`config.mk`:
```
export PLATFORM = sky130hd
export DESIGN_NAME = tccc_top
export DESIGN_NICKNAME = d
export VERILOG_FILES = /design/src/hdl/tccc_pkg.sv /design/src/hdl/tccc_top.sv
export SDC_FILE = /design/constraint.sdc
export NUM_CORES = 1
export LEC_CHECK = 0
export BUFFER_PORTS_ARGS = -buffer_cell sky130_fd_sc_hd__buf_2
export CAP_MARGIN = 25
export CORE_ASPECT_RATIO = 1.5
export CORE_MARGIN = 1.5
export CORE_UTILIZATION = 55
export DETAILED_ROUTE_END_ITERATION = 6
export MAX_ROUTING_LAYER = met4
export PLACE_DENSITY = 0.74
export SLEW_MARGIN = 20
export SYNTH_ARGS = -nofsm -noshare
export SYNTH_HDL_FRONTEND = slang
export SYNTH_SLANG_ARGS = --single-unit
```
`constraint.sdc`:
```
create_clock -name aclk -period 3.4 [get_ports aclk]
set_clock_uncertainty 0.05 [all_clocks]
set_input_delay 0.51 -clock aclk [delete_from_list [all_inputs] [get_ports aclk]]
set_output_delay 0.51 -clock aclk [all_outputs]
set_load 0.02 [all_outputs]
```
`src/hdl/tccc_pkg.sv`:
```
// Constants, register map and carrier types of the timer counter block
package tccc_pkg;
    // Register byte addresses, each register one aligned word
    localparam logic [7:0] MSC_OFS = 8'h00;
    localparam logic [7:0] CNTH_OFS = 8'h04;
    localparam logic [7:0] CNTL_OFS = 8'h08;
    localparam logic [7:0] MODH_OFS = 8'h0C;
    localparam logic [7:0] MODL_OFS = 8'h10;
    localparam logic [7:0] CH_BASE = 8'h20;
    localparam int CH_STRIDE_SH = 4;
    localparam logic [7:0] CH_SC_OFS = 8'h00;
    localparam logic [7:0] CH_VH_OFS = 8'h04;
    localparam logic [7:0] CH_VL_OFS = 8'h08;

    // Clock source codes
    localparam logic [1:0] CLKS_OFF = 2'h0;
    localparam logic [1:0] CLKS_BUS = 2'h1;
    localparam logic [1:0] CLKS_FIX = 2'h2;
    localparam logic [1:0] CLKS_EXT = 2'h3;

    // Edge/level codes
    localparam logic [1:0] ELS_NONE = 2'h0;
    localparam logic [1:0] ELS_RISE = 2'h1;
    localparam logic [1:0] ELS_FALL = 2'h2;
    localparam logic [1:0] ELS_BOTH = 2'h3;

    // Reset values and counter limits
    localparam logic [15:0] CNT_RST = 16'h0000;
    localparam logic [15:0] MOD_RST = 16'h0000;
    localparam logic [15:0] TERM_FULL = 16'hFFFF;
    localparam logic [15:0] CNT_ONE = 16'h0001;
    localparam logic [6:0] PRESC_RST = 7'h00;

    // AXI responses
    localparam logic [1:0] RESP_OKAY = 2'h0;
    localparam logic [1:0] RESP_DECERR = 2'h3;

    // Main status and control layout, bit 7 down to bit 0
    typedef struct packed {
        logic ovf;
        logic ovf_ie;
        logic center;
        logic [1:0] clk_src;
        logic [2:0] prescale;
    } tccc_main_ctl_t;

    // Channel status and control layout, bit 7 down to bit 2
    typedef struct packed {
        logic flag;
        logic irq_en;
        logic mode_b;
        logic mode_a;
        logic [1:0] els;
    } tccc_chan_ctl_t;

    // Channel operating modes
    typedef enum logic [3:0] {
        CH_CAPTURE = 4'h1,
        CH_COMPARE = 4'h2,
        CH_EPWM = 4'h4,
        CH_CPWM = 4'h8
    } tccc_chan_mode_t;
endpackage

```
`src/hdl/tccc_top.sv`:
```
// Timer counter with modulo, prescaler and capture/compare/PWM channels
//
// Our own choices: the placing of the registers and the AXI4-Lite slave port.
`timescale 1ns/100ps
module tccc_top #(
    parameter int NUM_CH = 2
) (
    input wire logic aclk,
    input wire logic aresetn,
    input wire logic [7:0] awaddr,
    input wire logic awvalid,
    output logic awready,
    input wire logic [31:0] wdata,
    input wire logic [3:0] wstrb,
    input wire logic wvalid,
    output logic wready,
    output logic [1:0] bresp,
    output logic bvalid,
    input wire logic bready,
    input wire logic [7:0] araddr,
    input wire logic arvalid,
    output logic arready,
    output logic [31:0] rdata,
    output logic [1:0] rresp,
    output logic rvalid,
    input wire logic rready,
    input wire logic external_timer_clock,
    input wire logic fixed_system_clock,
    input wire logic debug_active,
    input wire logic [NUM_CH-1:0] chan_pin_in,
    output logic [NUM_CH-1:0] chan_pin_out,
    output logic [NUM_CH-1:0] chan_pin_oe_n,
    output logic overflow_irq,
    output logic [NUM_CH-1:0] chan_irq
);
    tccc_pkg::tccc_main_ctl_t msc;
    tccc_pkg::tccc_chan_ctl_t ch_ctl [NUM_CH];
    logic [15:0] ch_val [NUM_CH];
    logic [15:0] cnt;
    logic [15:0] modulo;
    logic [15:0] cnt_buf;
    logic [15:0] term;
    logic [6:0] presc_cnt;
    logic [6:0] presc_mask;
    logic dir_down;
    logic cnt_latched;
    logic cnt_first_hi;
    logic mod_pend_h;
    logic mod_pend_l;
    logic ovf_arm;
    logic ext_s1, ext_s2, ext_s3;
    logic fix_s1, fix_s2, fix_s3;
    logic ext_edge, fix_edge;
    logic tick_src, tick, at_term, ovf_event, ovf_set;
    logic wr_fire, wr_en, rd_fire, wr_hit, rd_hit;
    logic [7:0] wbyte;
    logic [7:0] rd_byte;
    logic wr_msc, wr_cnt, wr_modh, wr_modl, rd_msc, rd_cnth, rd_cntl;

    // Write taken only when address and data are both present
    assign wr_fire = awvalid && wvalid && !bvalid;
    assign awready = wr_fire;
    assign wready = wr_fire;
    assign wr_en = wr_fire && wstrb[0];
    assign wbyte = wdata[7:0];
    assign rd_fire = arvalid && !rvalid;
    assign arready = !rvalid;

    // Shared register decodes
    assign wr_msc = wr_en && (awaddr == tccc_pkg::MSC_OFS);
    assign wr_cnt = wr_en && (awaddr == tccc_pkg::CNTH_OFS || awaddr == tccc_pkg::CNTL_OFS);
    assign wr_modh = wr_en && (awaddr == tccc_pkg::MODH_OFS);
    assign wr_modl = wr_en && (awaddr == tccc_pkg::MODL_OFS);
    assign rd_msc = rd_fire && (araddr == tccc_pkg::MSC_OFS);
    assign rd_cnth = rd_fire && (araddr == tccc_pkg::CNTH_OFS);
    assign rd_cntl = rd_fire && (araddr == tccc_pkg::CNTL_OFS);

    // Address validity check shared by read and write answers
    function automatic logic addr_ok(input logic [7:0] a);
        logic ok;
        logic [7:0] rel;
        ok = (a == tccc_pkg::MSC_OFS) || (a == tccc_pkg::CNTH_OFS) ||
             (a == tccc_pkg::CNTL_OFS) || (a == tccc_pkg::MODH_OFS) ||
             (a == tccc_pkg::MODL_OFS);
        rel = a - tccc_pkg::CH_BASE;
        if (a >= tccc_pkg::CH_BASE && int'(rel >> tccc_pkg::CH_STRIDE_SH) < NUM_CH &&
            (rel[3:0] == tccc_pkg::CH_SC_OFS[3:0] || rel[3:0] == tccc_pkg::CH_VH_OFS[3:0] ||
             rel[3:0] == tccc_pkg::CH_VL_OFS[3:0])) begin
            ok = 1'b1;
        end
        return ok;
    endfunction
    assign wr_hit = addr_ok(awaddr);
    assign rd_hit = addr_ok(araddr);

    // Write response, one cycle after the take
    always_ff @(posedge aclk) begin
        if (!aresetn) begin
            bvalid <= 1'b0;
            bresp <= tccc_pkg::RESP_OKAY;
        end else if (wr_fire) begin
            bvalid <= 1'b1;
            bresp <= wr_hit ? tccc_pkg::RESP_OKAY : tccc_pkg::RESP_DECERR;
        end else if (bready) begin
            bvalid <= 1'b0;
        end
    end

    // Read response; data sampled at the take so side effects match it
    always_ff @(posedge aclk) begin
        if (!aresetn) begin
            rvalid <= 1'b0;
            rdata <= 32'h00000000;
            rresp <= tccc_pkg::RESP_OKAY;
        end else if (rd_fire) begin
            rvalid <= 1'b1;
            rdata <= {24'h000000, rd_byte};
            rresp <= rd_hit ? tccc_pkg::RESP_OKAY : tccc_pkg::RESP_DECERR;
        end else if (rready) begin
            rvalid <= 1'b0;
        end
    end

    // Read multiplexer; unmapped words read zero
    always_comb begin
        rd_byte = 8'h00;
        case (araddr)
            tccc_pkg::MSC_OFS: rd_byte = msc;
            tccc_pkg::CNTH_OFS: rd_byte = cnt_latched ? cnt_buf[15:8] : cnt[15:8];
            tccc_pkg::CNTL_OFS: rd_byte = cnt_latched ? cnt_buf[7:0] : cnt[7:0];
            tccc_pkg::MODH_OFS: rd_byte = modulo[15:8];
            tccc_pkg::MODL_OFS: rd_byte = modulo[7:0];
            default: rd_byte = 8'h00;
        endcase
        for (int i = 0; i < NUM_CH; i++) begin
            if (araddr == 8'(tccc_pkg::CH_BASE + 8'(i << tccc_pkg::CH_STRIDE_SH))) begin
                rd_byte = {ch_ctl[i], 2'h0};
            end
            if (araddr == 8'(tccc_pkg::CH_BASE + 8'(i << tccc_pkg::CH_STRIDE_SH) +
                tccc_pkg::CH_VH_OFS)) begin
                rd_byte = ch_val[i][15:8];
            end
            if (araddr == 8'(tccc_pkg::CH_BASE + 8'(i << tccc_pkg::CH_STRIDE_SH) +
                tccc_pkg::CH_VL_OFS)) begin
                rd_byte = ch_val[i][7:0];
            end
        end
    end

    // Clock input synchronisers; third stage only serves edge detection
    always_ff @(posedge aclk) begin
        if (!aresetn) begin
            ext_s1 <= 1'b0;
            ext_s2 <= 1'b0;
            ext_s3 <= 1'b0;
            fix_s1 <= 1'b0;
            fix_s2 <= 1'b0;
            fix_s3 <= 1'b0;
        end else begin
            ext_s1 <= external_timer_clock;
            ext_s2 <= ext_s1;
            ext_s3 <= ext_s2;
            fix_s1 <= fixed_system_clock;
            fix_s2 <= fix_s1;
            fix_s3 <= fix_s2;
        end
    end
    // Rising edges; an external clock above a quarter bus rate would lose edges
    assign ext_edge = ext_s2 && !ext_s3;
    assign fix_edge = fix_s2 && !fix_s3;

    // Source selection into the prescaler
    always_comb begin
        case (msc.clk_src)
            tccc_pkg::CLKS_BUS: tick_src = 1'b1;
            tccc_pkg::CLKS_FIX: tick_src = fix_edge;
            tccc_pkg::CLKS_EXT: tick_src = ext_edge;
            default: tick_src = 1'b0;
        endcase
    end

    // Prescaler; divide by 2^n as a one-cycle enable
    assign presc_mask = 7'((8'h01 << msc.prescale) - 8'h01);
    assign tick = tick_src && !debug_active && ((presc_cnt & presc_mask) == presc_mask);
    always_ff @(posedge aclk) begin
        if (!aresetn) begin
            presc_cnt <= tccc_pkg::PRESC_RST;
        end else if (tick_src && !debug_active) begin
            presc_cnt <= presc_cnt + 7'h01;
        end
    end

    // Terminal count; modulo zero means full range
    assign term = (modulo == tccc_pkg::MOD_RST) ? tccc_pkg::TERM_FULL : modulo;
    assign at_term = (cnt == term);
    assign ovf_event = tick && at_term && !dir_down;
    assign ovf_set = ovf_event && !(mod_pend_h || mod_pend_l);

    // Main counter; manual clear by any counter byte write
    always_ff @(posedge aclk) begin
        if (!aresetn) begin
            cnt <= tccc_pkg::CNT_RST;
            dir_down <= 1'b0;
        end else if (wr_cnt) begin
            cnt <= tccc_pkg::CNT_RST;
            dir_down <= 1'b0;
        end else if (tick) begin
            if (!msc.center) begin
                cnt <= at_term ? tccc_pkg::CNT_RST : cnt + tccc_pkg::CNT_ONE;
                dir_down <= 1'b0;
            end else if (!dir_down) begin
                cnt <= at_term ? cnt - tccc_pkg::CNT_ONE : cnt + tccc_pkg::CNT_ONE;
                dir_down <= at_term;
            end else if (cnt == tccc_pkg::CNT_RST) begin
                cnt <= tccc_pkg::CNT_ONE;
                dir_down <= 1'b0;
            end else begin
                cnt <= cnt - tccc_pkg::CNT_ONE;
            end
        end
    end

    // Coherent counter read latch, frozen during debug
    always_ff @(posedge aclk) begin
        if (!aresetn) begin
            cnt_latched <= 1'b0;
            cnt_first_hi <= 1'b0;
            cnt_buf <= tccc_pkg::CNT_RST;
        end else if (wr_cnt || wr_msc) begin
            cnt_latched <= 1'b0;
        end else if ((rd_cnth || rd_cntl) && !debug_active) begin
            if (!cnt_latched) begin
                cnt_latched <= 1'b1;
                cnt_buf <= cnt;
                cnt_first_hi <= rd_cnth;
            end else if (rd_cnth != cnt_first_hi) begin
                cnt_latched <= 1'b0;
            end
        end
    end

    // Modulo bytes; pending marks block overflow until the pair completes
    always_ff @(posedge aclk) begin
        if (!aresetn) begin
            modulo <= tccc_pkg::MOD_RST;
            mod_pend_h <= 1'b0;
            mod_pend_l <= 1'b0;
        end else if (wr_modh) begin
            modulo[15:8] <= wbyte;
            mod_pend_h <= !mod_pend_l;
            mod_pend_l <= 1'b0;
        end else if (wr_modl) begin
            modulo[7:0] <= wbyte;
            mod_pend_l <= !mod_pend_h;
            mod_pend_h <= 1'b0;
        end
    end

    // Main control fields
    always_ff @(posedge aclk) begin
        if (!aresetn) begin
            msc.ovf_ie <= 1'b0;
            msc.center <= 1'b0;
            msc.clk_src <= tccc_pkg::CLKS_OFF;
            msc.prescale <= 3'h0;
        end else if (wr_msc) begin
            msc.ovf_ie <= wbyte[6];
            msc.center <= wbyte[5];
            msc.clk_src <= wbyte[4:3];
            msc.prescale <= wbyte[2:0];
        end
    end

    // Overflow flag; a new overflow wins over the clear and disarms it
    always_ff @(posedge aclk) begin
        if (!aresetn) begin
            msc.ovf <= 1'b0;
            ovf_arm <= 1'b0;
        end else begin
            if (ovf_set) begin
                msc.ovf <= 1'b1;
            end else if (wr_msc && ovf_arm && !wbyte[7]) begin
                msc.ovf <= 1'b0;
            end
            if (ovf_set || wr_msc) begin
                ovf_arm <= 1'b0;
            end else if (rd_msc && msc.ovf) begin
                ovf_arm <= 1'b1;
            end
        end
    end
    assign overflow_irq = msc.ovf && msc.ovf_ie;

    // Per-channel logic
    for (genvar g = 0; g < NUM_CH; g++) begin : g_ch
        localparam logic [7:0] BASE = 8'(tccc_pkg::CH_BASE + 8'(g << tccc_pkg::CH_STRIDE_SH));
        tccc_pkg::tccc_chan_mode_t mode;
        logic wr_sc, wr_vh, wr_vl, rd_sc;
        logic pin_prev, rise, fall, cap_event, match, chan_event, arm;
        logic pend_h, pend_l;
        logic [7:0] vbuf;
        logic high_true;

        assign wr_sc = wr_en && (awaddr == BASE + tccc_pkg::CH_SC_OFS);
        assign wr_vh = wr_en && (awaddr == BASE + tccc_pkg::CH_VH_OFS);
        assign wr_vl = wr_en && (awaddr == BASE + tccc_pkg::CH_VL_OFS);
        assign rd_sc = rd_fire && (araddr == BASE + tccc_pkg::CH_SC_OFS);

        // Mode decode; center select overrides every channel
        always_comb begin
            if (msc.center) begin
                mode = tccc_pkg::CH_CPWM;
            end else if (ch_ctl[g].mode_b) begin
                mode = tccc_pkg::CH_EPWM;
            end else if (ch_ctl[g].mode_a) begin
                mode = tccc_pkg::CH_COMPARE;
            end else begin
                mode = tccc_pkg::CH_CAPTURE;
            end
        end

        // Pin edge detection; pin is already synchronous to aclk
        always_ff @(posedge aclk) begin
            if (!aresetn) begin
                pin_prev <= chan_pin_in[g]; // Track the idle level so no false edge follows reset
            end else begin
                pin_prev <= chan_pin_in[g];
            end
        end
        assign rise = chan_pin_in[g] && !pin_prev;
        assign fall = !chan_pin_in[g] && pin_prev;
        assign cap_event = (mode == tccc_pkg::CH_CAPTURE) &&
            ((ch_ctl[g].els == tccc_pkg::ELS_RISE && rise) ||
             (ch_ctl[g].els == tccc_pkg::ELS_FALL && fall) ||
             (ch_ctl[g].els == tccc_pkg::ELS_BOTH && (rise || fall)));
        // One match per timer clock, so up and down passes both count
        assign match = tick && (cnt == ch_val[g]) && (mode != tccc_pkg::CH_CAPTURE);
        assign chan_event = cap_event || match;
        assign high_true = (ch_ctl[g].els == tccc_pkg::ELS_FALL);

        // Channel control fields
        always_ff @(posedge aclk) begin
            if (!aresetn) begin
                ch_ctl[g].irq_en <= 1'b0;
                ch_ctl[g].mode_b <= 1'b0;
                ch_ctl[g].mode_a <= 1'b0;
                ch_ctl[g].els <= tccc_pkg::ELS_NONE;
            end else if (wr_sc) begin
                ch_ctl[g].irq_en <= wbyte[6];
                ch_ctl[g].mode_b <= wbyte[5];
                ch_ctl[g].mode_a <= wbyte[4];
                ch_ctl[g].els <= wbyte[3:2];
            end
        end

        // Channel flag with read-then-write-zero clear; events win
        always_ff @(posedge aclk) begin
            if (!aresetn) begin
                ch_ctl[g].flag <= 1'b0;
                arm <= 1'b0;
            end else begin
                if (chan_event) begin
                    ch_ctl[g].flag <= 1'b1;
                end else if (wr_sc && arm && !wbyte[7]) begin
                    ch_ctl[g].flag <= 1'b0;
                end
                if (chan_event || wr_sc) begin
                    arm <= 1'b0;
                end else if (rd_sc && ch_ctl[g].flag) begin
                    arm <= 1'b1;
                end
            end
        end
        assign chan_irq[g] = ch_ctl[g].flag && ch_ctl[g].irq_en;

        // Value register: capture load or buffered coherent byte-pair write
        always_ff @(posedge aclk) begin
            if (!aresetn) begin
                ch_val[g] <= tccc_pkg::CNT_RST;
                vbuf <= 8'h00;
                pend_h <= 1'b0;
                pend_l <= 1'b0;
            end else if (cap_event) begin
                ch_val[g] <= cnt;
            end else if (wr_sc) begin
                pend_h <= 1'b0;
                pend_l <= 1'b0;
            end else if (wr_vh) begin
                if (pend_l) begin
                    ch_val[g] <= {wbyte, vbuf};
                end
                vbuf <= wbyte;
                pend_h <= !pend_l;
                pend_l <= 1'b0;
            end else if (wr_vl) begin
                if (pend_h) begin
                    ch_val[g] <= {vbuf, wbyte};
                end
                vbuf <= wbyte;
                pend_l <= !pend_h;
                pend_h <= 1'b0;
            end
        end

        // Output pin action per mode; match takes priority over period start
        always_ff @(posedge aclk) begin
            if (!aresetn) begin
                chan_pin_out[g] <= 1'b0;
            end else begin
                case (mode)
                    tccc_pkg::CH_COMPARE: begin
                        if (match) begin
                            case (ch_ctl[g].els)
                                tccc_pkg::ELS_RISE: chan_pin_out[g] <= !chan_pin_out[g];
                                tccc_pkg::ELS_FALL: chan_pin_out[g] <= 1'b0;
                                tccc_pkg::ELS_BOTH: chan_pin_out[g] <= 1'b1;
                                default: chan_pin_out[g] <= chan_pin_out[g];
                            endcase
                        end
                    end
                    tccc_pkg::CH_EPWM: begin
                        if (match) begin
                            chan_pin_out[g] <= !high_true;
                        end else if (ovf_event) begin
                            chan_pin_out[g] <= high_true;
                        end
                    end
                    tccc_pkg::CH_CPWM: begin
                        if (match) begin
                            chan_pin_out[g] <= dir_down ? high_true : !high_true;
                        end
                    end
                    default: chan_pin_out[g] <= chan_pin_out[g];
                endcase
            end
        end
        // Pin released in capture mode and whenever edge/level is 00
        assign chan_pin_oe_n[g] = (ch_ctl[g].els == tccc_pkg::ELS_NONE) ||
            (mode == tccc_pkg::CH_CAPTURE);
    end
endmodule

```
# --- After elaboration in Yosys (flattened, before gate mapping) ---
# Memories as Yosys holds them, arrays and structs flattened.
# Index checks and enable logic that the tools add are counted.
word_totals:
  register_bits: 115
  ramBits: 44
  wordCells: 417
  memories: 2
memory_table:
  columns: ["name", "depth", "word_bits", "rd", "rd_clocked_by_memory_dff", "write_ports", "line", "rtl"]
  rows:
  - ["ch_val", 2, 16, 2, 0, 2, "tccc_top.sv:38", "logic [15:0] ch_val [NUM_CH];"]
  - ["ch_ctl", 2, 6, 2, 0, 2, "tccc_top.sv:37", "tccc_pkg::tccc_chan_ctl_t ch_ctl [NUM_CH];"]
classes:
  addsub: 6
  magnitude_cmp: 4
  eq_ne: 56
  shifts: 1
  n_mux: 140
  n_bitwise: 27
  n_reduce_logical: 142
op_table:
  columns: ["cell", "count"]
  rows:
  - ["$mux W16", 12]
  - ["$mux W1", 100]
  - ["$eq A8 B6 Y1 const B", 12]
  - ["$mux W8", 12]
  - ["$logic_and A1 B1 Y1", 59]
  - ["$eq A16 B16 Y1", 3]
  - ["$pmux W8 S5", 1]
  - ["$eq A8 B4 Y1 const B", 4]
  - ["$logic_not A16 Y1", 2]
  - ["$logic_or A1 B1 Y1", 29]
  - ["$logic_not A1 Y1", 22]
  - ["$or A1 B1 Y1", 18]
  - ["$add A16 B1 Y16 const B", 1]
  - ["$eq A4 B3 Y1 const B", 4]
  - ["$eq A4 B4 Y1 const B", 4]
  - ["$eq A8 B3 Y1 const B", 2]
  - ["$eq A8 B5 Y1 const B", 2]
  - ["$ge A8 B6 Y1 const B", 2]
  - ["$logic_not A8 Y1", 2]
  - ["$sub A16 B1 Y16 const B", 1]
  - ["$sub A8 B6 Y8 const B", 2]
  - ["$pmux W1 S3", 5]
  - ["$eq A2 B2 Y1 const B", 6]
  - ["$mux W2", 6]
  - ["25 further kinds", 65]

# --- Logic depth before layout (Yosys ltp) ---
logic_depth:
  ltp_word: 13
  mapped_depth: 13
  depth_no_buf: 11

# --- Worst setup path after synthesis ---
# Ideal clock, no wire load.
synth_path:
  path_type: "input port to flip-flop"
  from: "input awvalid"
  to: "memory ch_val[1][0], enable pin"
  setup_ns: 0.346
  t_arrival_ns: 2.622
  slack_ns: 0.382
  stages: 8
  n_path_buf: 1
  path_cell_list: "and3b_1 -> clkbuf_1 -> and3_1 -> nor3b_2 -> nand2_1 -> nand2_1 -> nor2_2 -> or4_1"
synth_lines:
  columns: ["element", "line", "rtl"]
  rows:
  - ["start: declaration", "tccc_top.sv:11", "input wire logic awvalid,"]
  - ["end: declaration", "tccc_top.sv:38", null]

# --- Final worst setup path ---
layout_path:
  from: "register modulo[15]"
  to: "register cnt[14]"
layout_via:
  elab_chain_cells: 6
layout_rtl:
  columns: ["element", "line", "rtl"]
  rows:
  - ["start: declaration", "tccc_top.sv:40", "logic [15:0] modulo;"]
  - ["start signal: assignment", "tccc_top.sv:245", "modulo <= tccc_pkg::MOD_RST;"]
  - ["start signal: assignment", "tccc_top.sv:249", "modulo[15:8] <= wbyte;"]
  - ["$logic_not A16 Y1", "tccc_top.sv:194", "assign term = (modulo == tccc_pkg::MOD_RST) ? tccc_pkg::TERM_FULL : modulo;"]
  - ["$mux W16 (*)", "tccc_top.sv:194", null]
  - ["$eq A16 B16 Y1 (*)", "tccc_top.sv:195", "assign at_term = (cnt == term);"]
  - ["$mux W16", "tccc_top.sv:212", "cnt <= at_term ? cnt - tccc_pkg::CNT_ONE : cnt + tccc_pkg::CNT_ONE;"]
  - ["$mux W16", "tccc_top.sv:211", "end else if (!dir_down) begin"]
  - ["$mux W16 (*)", "tccc_top.sv:208", "if (!msc.center) begin"]
  - ["end signal: assignment", "tccc_top.sv:209", "cnt <= at_term ? tccc_pkg::CNT_RST : cnt + tccc_pkg::CNT_ONE;"]
  - ["end signal: assignment", "tccc_top.sv:212", null]
  - ["end signal: assignment", "tccc_top.sv:215", "cnt <= tccc_pkg::CNT_ONE;"]
  - ["end: declaration", "tccc_top.sv:39", "logic [15:0] cnt;"]
# Every way passes the cells marked *; elsewhere a longest branch is shown, timed or not.
# A chain may end at the register's enable or synchronous reset.

==> results.sh <==
export IMPL_num_io_pins=112
export IMPL_timing_critical_path_slowest_stage_cell="sky130_fd_sc_hd__nor4_1"
export IMPL_totalPowerFinal_mw=4.29
export IMPL_startpoint_type_of_the_worst_setup_path="flip-flop"
export IMPL_post_route_min_period_ps=3180
export IMPL_detailroute_via_count=9308
export IMPL_finish_cell_count_without_fillers=1435
export IMPL_timing_final_crit_share=0.935
export IMPL_netlist_cell_type_count=80
export IMPL_worstPathArrival_ps=3490
export IMPL_synth_top_family_by_area="simple AND/OR/NAND/NOR gates"
export IMPL_gr_total_overflow=0
export IMPL_power_per_cell_area_nw_per_um2=389
export IMPL_grt_total_usage=0.349
export IMPL_req_time_crit_path_ps=3710
export IMPL_clk_transition_reported_paths_ps=70
export IMPL_cts_num_sinks=157
export IMPL_tns_ps=0
export IMPL_design_final_nets=1293
export IMPL_synth_yosys_warnings=0
export IMPL_core_area_um2=17400
export IMPL_hpwl_reported_at_the_end_of_detailed_placement_mm=22.9
export IMPL_rsz0062_at_grt="false"
export IMPL_detail_route_drc_violations=9
export IMPL_worst_path_max_fanout=16
export IMPL_yosysSeqAreaShare=0.364
export IMPL_vias_in_the_first_global_route=8830
export IMPL_synth_xor_area_frac=0.0579
export IMPL_cts_setup_buffers=0
export IMPL_cts_resized=0
export IMPL_synth_fa_ha_area_frac=0.0255
export IMPL_cts_hold_repair_buffers=0
export IMPL_timing_critical_path_slowest_cell_delay_ps=530
export IMPL_finalCoreUtilization=0.632
export IMPL_yosys_area_share_simple=0.221
export IMPL_worstSetupEndpointType="flip-flop"
export IMPL_timing_final_hold_violations=0
export IMPL_area_growth_syn_to_layout_pct=12.1
export IMPL_numPortBuffers=60
export IMPL_synth_enable_flop_cells=43
export IMPL_final_layout_size_suffix_gt1_frac=0.158
export IMPL_violations="DRC"
export IMPL_diodes=0
export IMPL_path_category_of_the_worst_min_delay_check="input port to flip-flop"
export IMPL_timing_worst_setup_path_type="flip-flop to flip-flop"
export IMPL_synth_mux_area_fraction=0.0775
export IMPL_synthesis_instances=1158
export IMPL_die_area_um2=18700
export IMPL_route_detailed_wl_per_inst_um=22.0
export IMPL_finalSetupViolCount=0
export IMPL_cts_inserted_buffers=17
export IMPL_netlist_area_um2=9830
export IMPL_p_leak_nw=4.15
export IMPL_tightest_slew_ps=816
export IMPL_timing_hold_ws_ps=155
export IMPL_num_rows=59
export IMPL_status="finished with violations"
export IMPL_asyncSetResetFlopFracSynth=0
export IMPL_ys_dominant_reg_cell="sky130_fd_sc_hd__dfxtp_1"
export IMPL_drtIter0Drc=900
export IMPL_clock_fmax_mhz=315
export IMPL_ir_worst_vdd_v=0.000331
export IMPL_detailedRoute_firstPassIterationCount=7
export IMPL_cts_htree_levels=4
export IMPL_grt_max_degree=66
export IMPL_synthesized_area_per_cell_um2=8.49
export IMPL_ant_nets=0
export IMPL_critical_path_top_delay_family="simple AND/OR/NAND/NOR gates"
export IMPL_numPlacedInstances=1403
export IMPL_routabilityCongestion=1.03
export IMPL_timing_slew_headroom=0.455
export IMPL_effective_utilization_at_floorplan=0.564
export IMPL_cts_buffer_depth=2
export IMPL_ys_ff_latch=157
export IMPL_cp_buffers_inverters=1
export IMPL_die_height_um=167
export IMPL_routed_wl_mm=31.6
export IMPL_global_route_wire_length_before_repair_mm=48.8
export IMPL_cts_tree="yes"
export IMPL_synth_compound_gate_area_share=0.181
export IMPL_drv_cap=0
export IMPL_final_max_slew_violation_count=0
export IMPL_initial_antenna_violation_count=0
export IMPL_worstPathCellList="nor4_2 -> buf_4 -> a41oi_1 -> xnor2_1 -> nor4_1 -> nand4_2 -> a21o_1 -> or4_1 -> a31oi_1"
export IMPL_cts_root_buffer="sky130_fd_sc_hd__clkbuf_16"
export IMPL_die_width_um=112
export IMPL_clock_insertion_delay_worst_skew_ps=440
export IMPL_vias_per_cell=6.49
==> power breakdown <==
part	switching [mW]	total, mW	internal (mW)
Combinational	0.244	0.356	0.112
Sequential	0.0408	2.00	1.96
Clock	0.804	1.93	1.13
==> worst paths after layout <==
path	from	end	slack (ps)	depth (start not counted)
setup / recovery	modulo[15]$_SDFFE_PN0P_	cnt[14]$_SDFFE_PP0P_	220	9
hold / removal	chan_pin_in[1]	g_ch[1].pin_prev$_DFF_P_	150	1
setup reg to reg	modulo[15]$_SDFFE_PN0P_	cnt[14]$_SDFFE_PP0P_	220	9
hold reg to reg	ext_s1$_SDFF_PN0_	ext_s2$_SDFF_PN0_	390	1
==> cell type report <==
cell class	instances	area, um2
fillers	1490	6400
multi-input cells	871	5650
flip-flops and latches	157	3570
repair buffers	129	818
clock buffers	21	460
well taps	213	267
clock inverters	11	129
inverters	33	124
==> Yosys cell counts (all sizes together) (20+ instances only) <==
library cell | count | area [um2]
ha | 20 | 250
xnor2 | 53 | 464
inv | 33 | 124
nor4 | 20 | 184
nor2 | 135 | 509
buf | 49 | 325
nand2 | 104 | 390
nand3 | 25 | 125
o21ai | 61 | 305
edfxtp | 43 | 1290
a22oi | 29 | 218
and2 | 24 | 150
mux2i | 75 | 751
dfxtp | 114 | 2280
a21oi | 47 | 235
nor3 | 24 | 146
clkbuf | 71 | 267
==> state kept, by name, summed over array words and instances, names as in the netlist, 7 cells and up <==
register and flops:
rdata 8, cnt_buf 16, g_ch.vbuf 16, modulo 16, ch_val 32, msc 8, cnt 16, ch_ctl 12
presc_cnt 7
==> per-stage QoR <==
step	setup slack (ps)	instance area (um2)
CTS	248	11000
global route	71.8	11000
detailed placement	330	10400
global placement	373	10400
finish	221	11000
floorplan	382	9910
==> layer usage <==
layer / wire, um / global-route usage / vias to the layer above
met5: 0 / - / -
met4: 2760 / 0.273 / 0
met3: 2520 / 0.0739 / 164
met2: 14700 / 0.546 / 547
met1: 11600 / 0.385 / 4362
li1: - / - / 4235
==> layout by cell type, fill, tap and decap left out, types with 6 or more instances in the layout <==
cell type | synthesis | layout
sky130_fd_sc_hd__a41oi_1 | 14 | 14
sky130_fd_sc_hd__edfxtp_1 | 43 | 43
sky130_fd_sc_hd__and2_1 | 23 | 23
sky130_fd_sc_hd__a21oi_1 | 47 | 47
sky130_fd_sc_hd__nand2_1 | 104 | 104
sky130_fd_sc_hd__o21ai_0 | 59 | 59
sky130_fd_sc_hd__clkbuf_16 | 0 | 17
sky130_fd_sc_hd__xor2_1 | 12 | 12
sky130_fd_sc_hd__a211oi_1 | 12 | 12
sky130_fd_sc_hd__nand2b_1 | 7 | 7
sky130_fd_sc_hd__a221oi_1 | 12 | 12
sky130_fd_sc_hd__nor3_1 | 20 | 19
sky130_fd_sc_hd__nor4_1 | 12 | 12
sky130_fd_sc_hd__dfxtp_1 | 114 | 114
sky130_fd_sc_hd__a31oi_1 | 19 | 19
sky130_fd_sc_hd__nand3_1 | 25 | 25
sky130_fd_sc_hd__buf_2 | 8 | 60
sky130_fd_sc_hd__buf_4 | 31 | 69
sky130_fd_sc_hd__or3_1 | 7 | 7
sky130_fd_sc_hd__xnor2_1 | 53 | 53
sky130_fd_sc_hd__o211ai_1 | 6 | 6
sky130_fd_sc_hd__conb_1 | 1 | 24
sky130_fd_sc_hd__nor2b_1 | 10 | 10
sky130_fd_sc_hd__a22oi_1 | 29 | 29
sky130_fd_sc_hd__mux2i_1 | 75 | 75
sky130_fd_sc_hd__inv_1 | 33 | 32
sky130_fd_sc_hd__or4_1 | 9 | 9
sky130_fd_sc_hd__nand4_1 | 15 | 15
sky130_fd_sc_hd__ha_1 | 20 | 20
sky130_fd_sc_hd__nor4_2 | 7 | 7
sky130_fd_sc_hd__and3_1 | 17 | 17
sky130_fd_sc_hd__nor2_1 | 134 | 134
sky130_fd_sc_hd__o22ai_1 | 7 | 7
==> logic make-up after synthesis <==
logic type | Yosys count
AO/OA/AOI/OAI | 262
XOR/XNOR | 65
adder cells (fa/ha/maj) | 20
buffers and inverters | 153
flip-flops | 157
multiplexers | 76
other | 1
AND/OR/NAND/NOR | 424
(Power assumes the default switching activity.)
